<file path="config.mk">
export PLATFORM = sky130hd
export DESIGN_NAME = dsc_i2c_control
export DESIGN_NICKNAME = d
export VERILOG_FILES = /design/src/rtl/dsc_pkg.sv /design/src/rtl/dsc_bus_edge.sv /design/src/rtl/dsc_i2c_control.sv
export SDC_FILE = /design/constraint.sdc
export NUM_CORES = 1
export LEC_CHECK = 0
export BUFFER_PORTS_ARGS = -buffer_cell sky130_fd_sc_hd__buf_4
export CAP_MARGIN = 20
export CORE_UTILIZATION = 52
export CTS_CLUSTER_DIAMETER = 80
export DETAILED_ROUTE_END_ITERATION = 7
export PLACE_DENSITY = 0.76
export SYNTH_ARGS = -nofsm -noshare
export SYNTH_HDL_FRONTEND = slang
export SYNTH_SLANG_ARGS = --single-unit
</file>
<file path="constraint.sdc">
create_clock -name clk_sys_i -period 2.1 [get_ports clk_sys_i]
set_input_delay 0.315 -clock clk_sys_i [delete_from_list [all_inputs] [get_ports clk_sys_i]]
set_output_delay 0.315 -clock clk_sys_i [all_outputs]
set_load 0.01 [all_outputs]
</file>
<file path="src/rtl/dsc_pkg.sv">
// Shared constants and types of the dish supply control interface
package dsc_pkg;
	localparam logic [5:0] DSC_ADDR_UPPER  = 6'h05;
	localparam logic [7:0] DSC_RESET_VALUE = 8'h00;
	localparam logic [3:0] DSC_BIT_LAST    = 4'h7;
	localparam logic [3:0] DSC_BIT_ACK     = 4'h8;
	// Control byte bit positions
	localparam int DSC_POS_STATIC   = 7;
	localparam int DSC_POS_TONE_EN  = 6;
	localparam int DSC_POS_CONT     = 5;
	localparam int DSC_POS_LDC      = 4;
	localparam int DSC_POS_VHIGH    = 3;
	localparam int DSC_POS_POWER    = 2;
	localparam int DSC_POS_MINCUR   = 1;
	localparam int DSC_POS_BOOST    = 0;

	typedef enum logic [2:0] {
		DSC_LVL_13V4 = 3'h0,
		DSC_LVL_18V5 = 3'h1,
		DSC_LVL_14V4 = 3'h2,
		DSC_LVL_19V5 = 3'h3,
		DSC_LVL_22V  = 3'h4,
		DSC_LVL_OFF  = 3'h7
	} dsc_level_t;

	typedef enum logic [4:0] {
		DSC_ST_IDLE  = 5'h01,
		DSC_ST_ADDR  = 5'h02,
		DSC_ST_WRITE = 5'h04,
		DSC_ST_READ  = 5'h08,
		DSC_ST_HOLD  = 5'h10
	} dsc_state_t;

	typedef struct packed {
		logic low_load;
		logic voltage_fault;
		logic tone_fault;
		logic thermal;
		logic overload;
	} dsc_diag_t;

	typedef struct packed {
		dsc_level_t level;
		logic       power_enable;
		logic       line_output_on;
		logic       tone_output_on;
		logic       tone_active;
		logic       static_limit;
		logic       min_current_high;
	} dsc_ctrl_t;
endpackage : dsc_pkg

</file>
<file path="src/rtl/dsc_bus_edge.sv">
// Bus line sampler with previous-value edge detection
`timescale 1ns/1ps
module dsc_bus_edge
	import dsc_pkg::*;
(
	input  wire logic clk_sys_i,
	input  wire logic rst_i,
	input  wire logic ce_i,
	input  wire logic line_i,
	output logic      level_o,
	output logic      rise_o,
	output logic      fall_o
);
	typedef struct packed {
		logic cur;
		logic prev;
	} dsc_edge_state_t;

	dsc_edge_state_t st_reg;
	dsc_edge_state_t st_next;

	always_comb
	begin
		st_next      = st_reg;
		st_next.prev = st_reg.cur;
		st_next.cur  = line_i;
	end

	always_ff @(posedge clk_sys_i or posedge rst_i)
	begin
		if (rst_i)
			st_reg <= 2'h3;
		else if (ce_i)
			st_reg <= st_next;
	end

	assign level_o = st_reg.cur;
	assign rise_o  = st_reg.cur & ~st_reg.prev;
	assign fall_o  = ~st_reg.cur & st_reg.prev;
endmodule : dsc_bus_edge

</file>
<file path="src/rtl/dsc_i2c_control.sv">
// Two-wire target and control byte of the dish supply controller
//
// Contract
// Data line changes only while bus clock is low.
// Start: data falls while bus clock high.
// Stop: data rises while bus clock high.
// Master sends stop before each start; no repeated starts.
// Bytes are eight bits, MSB first, each followed by acknowledge.
// Device drives data low throughout acknowledge pulse after received byte.
// Master may stop after missing acknowledge to abort.
// No acknowledge while supply is under lockout threshold.
// Master may skip acknowledge check and wait one clock.
// Transfer: start, address, data bytes with acknowledge, stop.
// Address LSB one reads, zero writes.
// Address is 000101 then identity pin level.
// Write byte layout: static, tone en, continuous, ldc, vhigh, power, mincur, boost.
// Read byte layout: low load, vfault, tone fault, ldc, vhigh, power, thermal, overload.
// Register clears to zero at power-on.
// Written data byte replaces all eight control bits.
// Power on, no boost: ldc and vhigh pick 13.4/18.5/14.4/19.5 V.
// Power on with boost gives 22 V.
// Tone enabled: continuous select low lets gate pin gate tone.
// Tone enable switches tone stage; line output stays on.
// Static select: clear pulsed limit, set static limit.
// Min-current select: 6 mA clear, 12 mA set.
// Power bit clear disables all power blocks.
// Read shifts byte MSB first; ack continues, nack ends.
// Readback ldc, vhigh, power equal last written values.
// Diagnostic flags read one while fault present.
`timescale 1ns/1ps
module dsc_i2c_control
	import dsc_pkg::*;
(
	input  wire logic              clk_sys_i,
	input  wire logic              rst_i,
	input  wire logic              ce_i,
	input  wire logic              scl_i,
	input  wire logic              sda_i,
	output logic                   sda_o,
	output logic                   sda_oe_o,
	input  wire logic              bus_identity_i,
	input  wire logic              undervoltage_lockout_i,
	input  wire logic              tone_gate_pin_i,
	input  wire dsc_pkg::dsc_diag_t diag_i,
	output dsc_pkg::dsc_ctrl_t     ctrl_o,
	output logic [7:0]             control_byte_o
);
	import dsc_pkg::*;

	typedef struct packed {
		dsc_state_t fsm;
		logic [3:0] bit_cnt;
		logic [7:0] shift;
		logic       is_read;
		logic       acking;
		logic [7:0] control_byte;
		logic       sda_oe;
		dsc_ctrl_t  ctrl;
	} dsc_state_all_t;

	dsc_state_all_t st_reg;
	dsc_state_all_t st_next;

	logic scl_lvl;
	logic scl_rise;
	logic scl_fall;
	logic sda_lvl;
	logic sda_rise;
	logic sda_fall;
	logic start_seen;
	logic stop_seen;
	logic [7:0] read_byte;
	logic [6:0] own_addr;

	dsc_bus_edge u_scl (
		.clk_sys_i (clk_sys_i),
		.rst_i     (rst_i),
		.ce_i      (ce_i),
		.line_i    (scl_i),
		.level_o   (scl_lvl),
		.rise_o    (scl_rise),
		.fall_o    (scl_fall)
	);

	dsc_bus_edge u_sda (
		.clk_sys_i (clk_sys_i),
		.rst_i     (rst_i),
		.ce_i      (ce_i),
		.line_i    (sda_i),
		.level_o   (sda_lvl),
		.rise_o    (sda_rise),
		.fall_o    (sda_fall)
	);

	// Data edges while clock is high are framing, never data
	assign start_seen = sda_fall & scl_lvl & ~scl_rise;
	assign stop_seen  = sda_rise & scl_lvl & ~scl_rise;
	assign own_addr   = {DSC_ADDR_UPPER, bus_identity_i};

	// Readback mixes live flags with the stored output settings
	assign read_byte = {diag_i.low_load, diag_i.voltage_fault, diag_i.tone_fault,
		st_reg.control_byte[DSC_POS_LDC],
		st_reg.control_byte[DSC_POS_VHIGH],
		st_reg.control_byte[DSC_POS_POWER],
		diag_i.thermal, diag_i.overload};

	function automatic dsc_ctrl_t decode_ctrl(input logic [7:0] cb, input logic gate);
		dsc_ctrl_t c;
		c                  = '0;
		c.power_enable     = cb[DSC_POS_POWER];
		c.level            = DSC_LVL_OFF;
		if (cb[DSC_POS_POWER])
		begin
			if (cb[DSC_POS_BOOST])
				c.level = DSC_LVL_22V;
			else
				c.level = dsc_level_t'({1'b0, cb[DSC_POS_LDC], cb[DSC_POS_VHIGH]});
			c.line_output_on   = 1'b1;
			c.tone_output_on   = cb[DSC_POS_TONE_EN];
			c.tone_active      = cb[DSC_POS_TONE_EN] & (cb[DSC_POS_CONT] | gate);
			c.static_limit     = cb[DSC_POS_STATIC];
			c.min_current_high = cb[DSC_POS_MINCUR];
		end
		// Power bit clear leaves every block off whatever else is set
		return c;
	endfunction : decode_ctrl

	always_comb
	begin
		st_next      = st_reg;
		st_next.ctrl = decode_ctrl(st_reg.control_byte, tone_gate_pin_i);
		if (stop_seen)
		begin
			st_next.fsm    = DSC_ST_IDLE;
			st_next.sda_oe = 1'b0;
			// A stop that cuts an acknowledge must not leave it pending
			st_next.acking = 1'b0;
		end
		else if (start_seen)
		begin
			// A start inside a transfer restarts address capture
			st_next.fsm     = DSC_ST_ADDR;
			st_next.bit_cnt = 4'h0;
			st_next.sda_oe  = 1'b0;
			st_next.acking  = 1'b0;
		end
		else
		begin
			case (st_reg.fsm)
				DSC_ST_IDLE:
				begin
					st_next.sda_oe = 1'b0;
				end
				DSC_ST_ADDR, DSC_ST_WRITE:
				begin
					if (scl_rise && st_reg.bit_cnt <= DSC_BIT_LAST)
					begin
						st_next.shift   = {st_reg.shift[6:0], sda_lvl};
						st_next.bit_cnt = st_reg.bit_cnt + 4'h1;
					end
					else if (scl_fall && st_reg.bit_cnt == DSC_BIT_ACK && !st_reg.acking)
					begin
						if (undervoltage_lockout_i)
							st_next.fsm = DSC_ST_HOLD;
						else if (st_reg.fsm == DSC_ST_ADDR)
						begin
							if (st_reg.shift[7:1] == own_addr)
							begin
								st_next.sda_oe  = 1'b1;
								st_next.acking  = 1'b1;
								st_next.is_read = st_reg.shift[0];
							end
							else
								st_next.fsm = DSC_ST_HOLD;
						end
						else
						begin
							st_next.control_byte = st_reg.shift;
							st_next.sda_oe       = 1'b1;
							st_next.acking       = 1'b1;
						end
					end
					else if (scl_fall && st_reg.acking)
					begin
						// Release after the ninth pulse, clock low so data may move
						st_next.acking  = 1'b0;
						st_next.bit_cnt = 4'h0;
						st_next.sda_oe  = 1'b0;
						if (st_reg.fsm == DSC_ST_ADDR && st_reg.is_read)
						begin
							st_next.fsm    = DSC_ST_READ;
							st_next.shift  = {read_byte[6:0], 1'b0};
							st_next.sda_oe = ~read_byte[7];
						end
						else
							st_next.fsm = DSC_ST_WRITE;
					end
				end
				DSC_ST_READ:
				begin
					if (scl_fall)
					begin
						if (st_reg.bit_cnt < DSC_BIT_LAST)
						begin
							st_next.sda_oe  = ~st_reg.shift[7];
							st_next.shift   = {st_reg.shift[6:0], 1'b0};
							st_next.bit_cnt = st_reg.bit_cnt + 4'h1;
						end
						else if (st_reg.bit_cnt == DSC_BIT_LAST)
						begin
							st_next.sda_oe  = 1'b0;
							st_next.bit_cnt = DSC_BIT_ACK;
						end
						else
						begin
							st_next.bit_cnt = 4'h0;
							st_next.shift   = {read_byte[6:0], 1'b0};
							st_next.sda_oe  = ~read_byte[7];
						end
					end
					else if (scl_rise && st_reg.bit_cnt == DSC_BIT_ACK && sda_lvl)
						st_next.fsm = DSC_ST_HOLD;
				end
				DSC_ST_HOLD:
				begin
					// Wait for the master to stop
					st_next.sda_oe = 1'b0;
				end
				default:
				begin
					st_next.fsm    = DSC_ST_IDLE;
					st_next.sda_oe = 1'b0;
				end
			endcase
		end
	end

	always_ff @(posedge clk_sys_i or posedge rst_i)
	begin
		if (rst_i)
		begin
			st_reg              <= '0;
			st_reg.fsm          <= DSC_ST_IDLE;
			st_reg.control_byte <= DSC_RESET_VALUE;
			st_reg.ctrl.level   <= DSC_LVL_OFF;
		end
		else if (ce_i)
			st_reg <= st_next;
	end

	assign sda_o          = 1'b0;
	assign sda_oe_o       = st_reg.sda_oe;
	assign ctrl_o         = st_reg.ctrl;
	assign control_byte_o = st_reg.control_byte;
endmodule : dsc_i2c_control

</file>
## Word-level counts from Yosys, hierarchy flattened

Cells that the tools add are included.

- Logic and storage cells: 146
- Register bits: 41
- Input bits: 13
- Output and inout bits: 19

- Add/sub/neg operators: 1
- Magnitude comparators: 2
- Reduce and logical (&&, ||, !) cells: 21
- Bitwise operators: 22
- Multiplexer cells: 52
- Equal/unequal tests: 30

Operators with widths:

| cell | number |
|---|---|
| 2-to-1 mux 12 bit | 4 |
| 2-to-1 mux 5 bit | 9 |
| 2-to-1 mux 8 bit | 4 |
| != test 4 bit (second input constant) | 7 |
| one-hot mux 12 bit (2 select lines) | 1 |
| 2-to-1 mux 10 bit | 2 |
| 2-to-1 mux 9 bit | 2 |
| != test 3 bit (second input constant) | 6 |
| != test 6 bit (second input constant) | 3 |
| AND reduction 6 bit | 3 |
| AND reduction 9 bit | 2 |
| 2-to-1 mux 17 bit | 1 |
| 2-to-1 mux 2 bit | 8 |
| AND reduction 8 bit | 2 |
| 2-to-1 mux 1 bit | 15 |
| one-hot mux 5 bit (3 select lines) | 1 |
| NOT 1 bit | 12 |
| != test 5 bit (second input constant) | 2 |
| AND 1 bit | 9 |
| 2-to-1 mux 4 bit | 2 |
| != test 8 bit (second input constant) | 1 |
| == test 7 x 4 -> 1 bit | 1 |
| logical AND 1 bit | 7 |
| 2-to-1 mux 3 bit | 2 |
| 20 further kinds | 22 |

## Logic depth before layout (Yosys ltp)

- Depth after elaboration: 16
- Gate-level depth with buffers: 8
- Depth with buffers taken out: 7

## Modules after synthesis

Synthesis repeated with hierarchy kept, for this count alone.

- Cell total of the unflattened synthesis: 228
- Area, all modules: 2393.5 sq um

By module, submodules not included:

| module | sequential area each (sq um) | area each (sq um) | cells each | instances |
|---|---|---|---|---|
| dsc_i2c_control | 905.9 | 2210.9 | 214 | 1 |
| dsc_bus_edge | 52.6 | 91.3 | 7 | 2 |

## Worst setup path before layout

No wires, ideal clock.

- Path kind: flip-flop to flip-flop
- From: register st_reg[36] in the netlist's numbering
- To: register st_reg[34] in the netlist's numbering
- Cell stages (with the launch flop): 6
- Library setup time: 0.125 ns
- Period minus slack after synthesis: 2.019 ns
- Setup slack: 0.081 ns
- Required time: 1.975 ns
- Arrival: 1.894 ns
- Path buffers: 0
- Cells stage by stage: dfrtp_1 or3_1 a311oi_2 nor4_2 a311oi_4 mux2_2

- Longest elaborated chain between the ends: 9
- Elaborated cells on any way between the ends: 23
- Classes of those cells: eq/ne (12); mux (7); reduce/logical (4)

RTL lines:

| what | RTL line | RTL |
|---|---|---|
| from (decl) | dsc_i2c_control.sv:61 | `dsc_state_all_t st_reg;` |
| from (signal assigned) | dsc_i2c_control.sv:248 | `st_reg <= st_next;` |
| == test 5 x 2 -> 1 bit | dsc_i2c_control.sv:149, dsc_i2c_control.sv:165, dsc_i2c_control.sv:189 |  |
| logical AND 1 bit | dsc_i2c_control.sv:189 | `if (st_reg.fsm == DSC_ST_ADDR && st_reg.is_read)` |
| 2-to-1 mux 4 bit | dsc_i2c_control.sv:189 |  |
| 2-to-1 mux 17 bit | dsc_i2c_control.sv:183 | `else if (scl_fall && st_reg.acking)` |
| 2-to-1 mux 5 bit | dsc_i2c_control.sv:161 | `else if (scl_fall && st_reg.bit_cnt == DSC_BIT_ACK && !st_reg.acking)` |
| 2-to-1 mux 5 bit | dsc_i2c_control.sv:156 | `if (scl_rise && st_reg.bit_cnt <= DSC_BIT_LAST)` |
| one-hot mux 5 bit (3 select lines) | dsc_i2c_control.sv:149 | `case (st_reg.fsm)` |
| 2-to-1 mux 9 bit | dsc_i2c_control.sv:139 | `else if (start_seen)` |
| 2-to-1 mux 5 bit | dsc_i2c_control.sv:132 | `if (stop_seen)` |

Several ways; a longest one is shown, not always the timed one. The select of a mux whose other input is x is not followed.
A chain may end at the register's enable or synchronous reset.

## Worst setup path after layout

- From: register st_reg[29] in the netlist's numbering
- To: register st_reg[36] in the netlist's numbering

- Longest elaborated chain between the ends: 8
- Elaborated cells on any way between the ends: 18
- Classes of those cells: order compare (1); eq/ne (6); mux (5); reduce/logical (6)

RTL lines:

| what | RTL line |
|---|---|
| == test 4 bit | dsc_i2c_control.sv:161, dsc_i2c_control.sv:221 |
| logical AND 1 bit (2 in a row) | dsc_i2c_control.sv:161 |
| 2-to-1 mux 5 bit | dsc_i2c_control.sv:161 |
| 2-to-1 mux 5 bit | dsc_i2c_control.sv:156 |
| one-hot mux 5 bit (3 select lines) | dsc_i2c_control.sv:149 |
| 2-to-1 mux 9 bit | dsc_i2c_control.sv:139 |
| 2-to-1 mux 5 bit | dsc_i2c_control.sv:132 |

Several ways; a longest one is shown, not always the timed one. The select of a mux whose other input is x is not followed.

==> results by stage <==
Power:
- The static power due to leakage is 1.26 nW.
- Of the total power, combinational logic draws 0.268.
- For this design the ratio of total power to cell area is 828 mW/mm².
- The internal power is 1.56 mW.
- For this design the total switching power over the nets is 0.808 mW.
- The worst IR drop on VDD is 0.649 mV.
- The switching portion of total power is 0.341.
- After layout, the design draws a total of 2.37 mW.
- Of the total power, the clock network draws 0.282.
- The share of total power dissipated in sequential elements is 0.450.

Synth:
- The per-instance average area after synthesis is 10.2 µm².
- The netlist area before placement is 0.00243 mm².
- The distinct cell type count after synthesis is 60.
- In this run, synthesis inferred 0 flip-flops with an integrated enable.
- The most frequently used flop master after synthesis is sky130_fd_sc_hd__dfrtp_1.
- After synthesis, the share of flip-flops with an asynchronous set or reset is 1.00.
- The count of yosys warnings during synthesis is 0.
- The synthesized design contains 40 register bits.
- The portion of the post-synthesis area used by sequential elements is 0.416.
- The number of standard cells after synthesis is 238.
- The number of nets handed over by synthesis was 253.

Floorplanning:
- The floorplan step defined a core boundary enclosing 0.00441 mm².
- The die height is 70.3 µm.
- The die covers 0.00495 mm².
- The number of top-level pins is 32.
- The standard-cell row count is 24.
- The effective utilization at floorplan is 0.550.
- The overall die width is 70.3 µm.

Global route:
- The first global-routing pass estimated 9050 µm of wire.
- The initial antenna violation count is 0.
- The largest net degree at the start of global routing is 41.
- The total track usage is 0.233.
- The via count of the first global-routing pass is 1838.
- Summed over all layers, the global routing overflow is 0.

Timing:
- Setup repair after global routing could not meet its margin everywhere.
- The number of hold-slack violations in the final timing report is 0.
- The final critical-path required period is 2.02 ns.
- In the finished design, the share of the clock period the worst path needs comes to 0.962.
- The worst-case setup margin in the final layout is 0.0807 ns.
- The final setup violation count is 0.
- Timing would allow up to 0.495 GHz.
- The final max-slew violation count is 0.
- Across the routed clock network, the largest skew measured is 0.00487 ns.
- The total negative slack is 0 ns.

Clock tree:
- The total CTS buffers is 5.
- The hold-fix buffer count after cts is 0.
- TritonCTS built the clock tree.
- The cell sitting at the root of the clock tree is a sky130_fd_sc_hd__clkbuf_8.
- The H-tree generated during clock tree synthesis spans 2 levels.
- The insertion delay of the later-clocked pin in the worst-skew pair is 0.30 ns.
- The clock net sink count is 40.
- After clock tree synthesis, the clock-pin slew on the worst setup and hold paths is 0.09 ns.
- In this run the deepest clock path goes through 2 buffers.

Final layout:
- Leaving out fill and tap cells, the most frequent cell in the layout is sky130_fd_sc_hd__buf_4.
- Once layout is complete, the utilization of the core stands at 0.648.
- In the layout the commonest cells are sky130_fd_sc_hd__buf_4 (53), sky130_fd_sc_hd__dfrtp_1 (32), sky130_fd_sc_hd__nor2_1 (19).
- The area growth from synthesis to layout is 17.8%.
- The register with the most flip-flops in the layout has 19 of them.
- The number of antenna repair diodes is 0.
- The number of nets at the end of the flow is 287.
- Of the cells placed in the final design, the portion with a size suffix greater than 1 is 0.385.
- The area of all placed cells without fillers is 0.00286 mm².

Worst hold path:
- The min-delay analysis places its worst path in the category in -> async.

Worst setup path:
- Traced cell by cell, the critical path runs through inv_1 -> ha_1 -> and3b_2 -> buf_4 -> nand4_2 -> nor4_2 -> a311oi_4 -> mux2_2.
- STA classifies the critical path endpoint as a flop.
- The startpoint type of the worst setup path is a flop.
- The standard cell with the maximum stage delay on the critical path is sky130_fd_sc_hd__mux2_2.
- For the worst setup path, the data arrival time is 2.21 ns.
- The critical path class is reg -> reg.
- The delay of the slowest cell on the worst path is 0.38 ns.
- Of all nets on the critical path, the largest fanout is 5.
- STA puts the critical path data required time at 2.29 ns.

Placed design:
- The post-placement cell area is 0.00271 mm².
- Port buffering added 30 buffers.
- The placed wire-length estimate is 3910 µm.
- The weighted congestion reported at the end of routability-driven placement is 0.920.
- Prior to clock tree synthesis, the placed netlist has a worst setup slack of 0.0355 ns.

Route:
- Using the TritonRoute via totals, the vias-per-cell ratio works out to 5.89.
- The number of remaining DRC errors is 0.
- The number of routed nets with antenna violations is 0.
- The routed wirelength normalized by instance count is 16.8 µm.
- For this block, the initial DRC count from the detailed router was 173.
- The first TritonRoute pass finished after 4 iterations.
- The routed wire length is 5470 µm.
- The via count of the routed design is 1915.

Run status:
- The flow ran to the end, and the final reports show no timing, DRC or antenna violations.

Job:
- Max-cap violations in this run came to 0.
-- Yosys cell counts (3+ instances only) --
cell,number,area share
sky130_fd_sc_hd__clkbuf_1,3,0.0046
sky130_fd_sc_hd__nand2b_1,3,0.0077
sky130_fd_sc_hd__dfstp_2,8,0.087
sky130_fd_sc_hd__mux2_2,18,0.083
sky130_fd_sc_hd__nor2_1,19,0.029
sky130_fd_sc_hd__a21oi_1,15,0.031
sky130_fd_sc_hd__nor2b_1,6,0.015
sky130_fd_sc_hd__o22ai_1,3,0.0077
sky130_fd_sc_hd__buf_2,5,0.010
sky130_fd_sc_hd__mux2i_1,9,0.037
sky130_fd_sc_hd__nand3_1,9,0.019
sky130_fd_sc_hd__buf_4,18,0.056
sky130_fd_sc_hd__dfrtp_1,32,0.33
sky130_fd_sc_hd__o21ai_0,7,0.014
sky130_fd_sc_hd__nand4_1,3,0.0077
sky130_fd_sc_hd__inv_1,13,0.020
sky130_fd_sc_hd__a31oi_1,4,0.010
sky130_fd_sc_hd__nand2_1,12,0.019
-- critical path, delay by kind of cell, from the launching register on --
family | cells | cell delay (ns)
compound gates | 1 | 0.37
fa+ha+maj | 1 | 0.18
buf+inv | 2 | 0.22
flops | 1 | 0.35
mux | 1 | 0.38
simple gates | 3 | 0.40
-- cells by family after synthesis --
| logic type | synth area share |
|---|---|
| XOR/XNOR | 0.0139 |
| AO/OA/AOI/OAI | 0.159 |
| adder cells (fa/ha/maj) | 0.0103 |
| AND/OR/NAND/NOR | 0.183 |
| flip-flops | 0.416 |
| other | 0.00154 |
| buffers and inverters | 0.0953 |
| multiplexers | 0.121 |
-- cell type report --
type / instances / area, µm²
flip-flops and latches: 40 / 1010
repair buffers: 54 / 418
clock inverters: 3 / 46.3
clock buffers: 5 / 68.8
multi-input cells: 158 / 1200
well taps: 52 / 65.1
inverters: 13 / 48.8
fillers: 363 / 1550
-- routing by layer --
| metal | wire length [µm] | up-vias | track usage | share of wire |
|---|---|---|---|---|
| li1 | - | 905 | - | - |
| met1 | 2550 | 922 | 0.334 | 0.47 |
| met2 | 2490 | 77 | 0.354 | 0.46 |
| met3 | 315 | 11 | 0.0418 | 0.058 |
| met4 | 112 | 0 | 0.0822 | 0.020 |
| met5 | 0 | - | 0 | 0 |
-- worst paths after layout --
kind | from | end | slack [ns] | depth (start not counted)
setup / recovery | st_reg[29] | st_reg[36] | 0.08 | 8
hold / removal | rst_i | st_reg[31] | 0.12 | 3
setup reg to reg | st_reg[29] | st_reg[36] | 0.08 | 8
hold reg to reg | ctrl_o[7] | ctrl_o[7] | 0.50 | 2
max in group asynchronous | rst_i | st_reg[32] | 1.62 | 3
min in group clk_sys_i | sda_i | u_sda.level_o | 0.24 | 2
-- power by group through the flow --
stage	Combinational, mW	Sequential, mW	Clock (mW)
detailed placement	0.603	1.07	0
finish	0.636	1.07	0.667
floorplan	0.433	1.02	0
global route	0.703	1.09	0.701
global placement	0.588	1.06	0
CTS	0.607	1.06	0.670
-- what timing repair did --
action | CTS | global route
setup endpoints to repair | 0 | 21
gates resized for setup | 0 | 4
buffers inserted | 0 | 3
-- per-stage QoR --
stage	hold slack [ns]	std cells
after global placement	0.466	314
final	0.125	325
after CTS	0.148	322
after detailed placement	0.471	314
after floorplan	0.456	238
after global routing	0.183	325
Note: power is estimated with default switching activity, not from simulation.
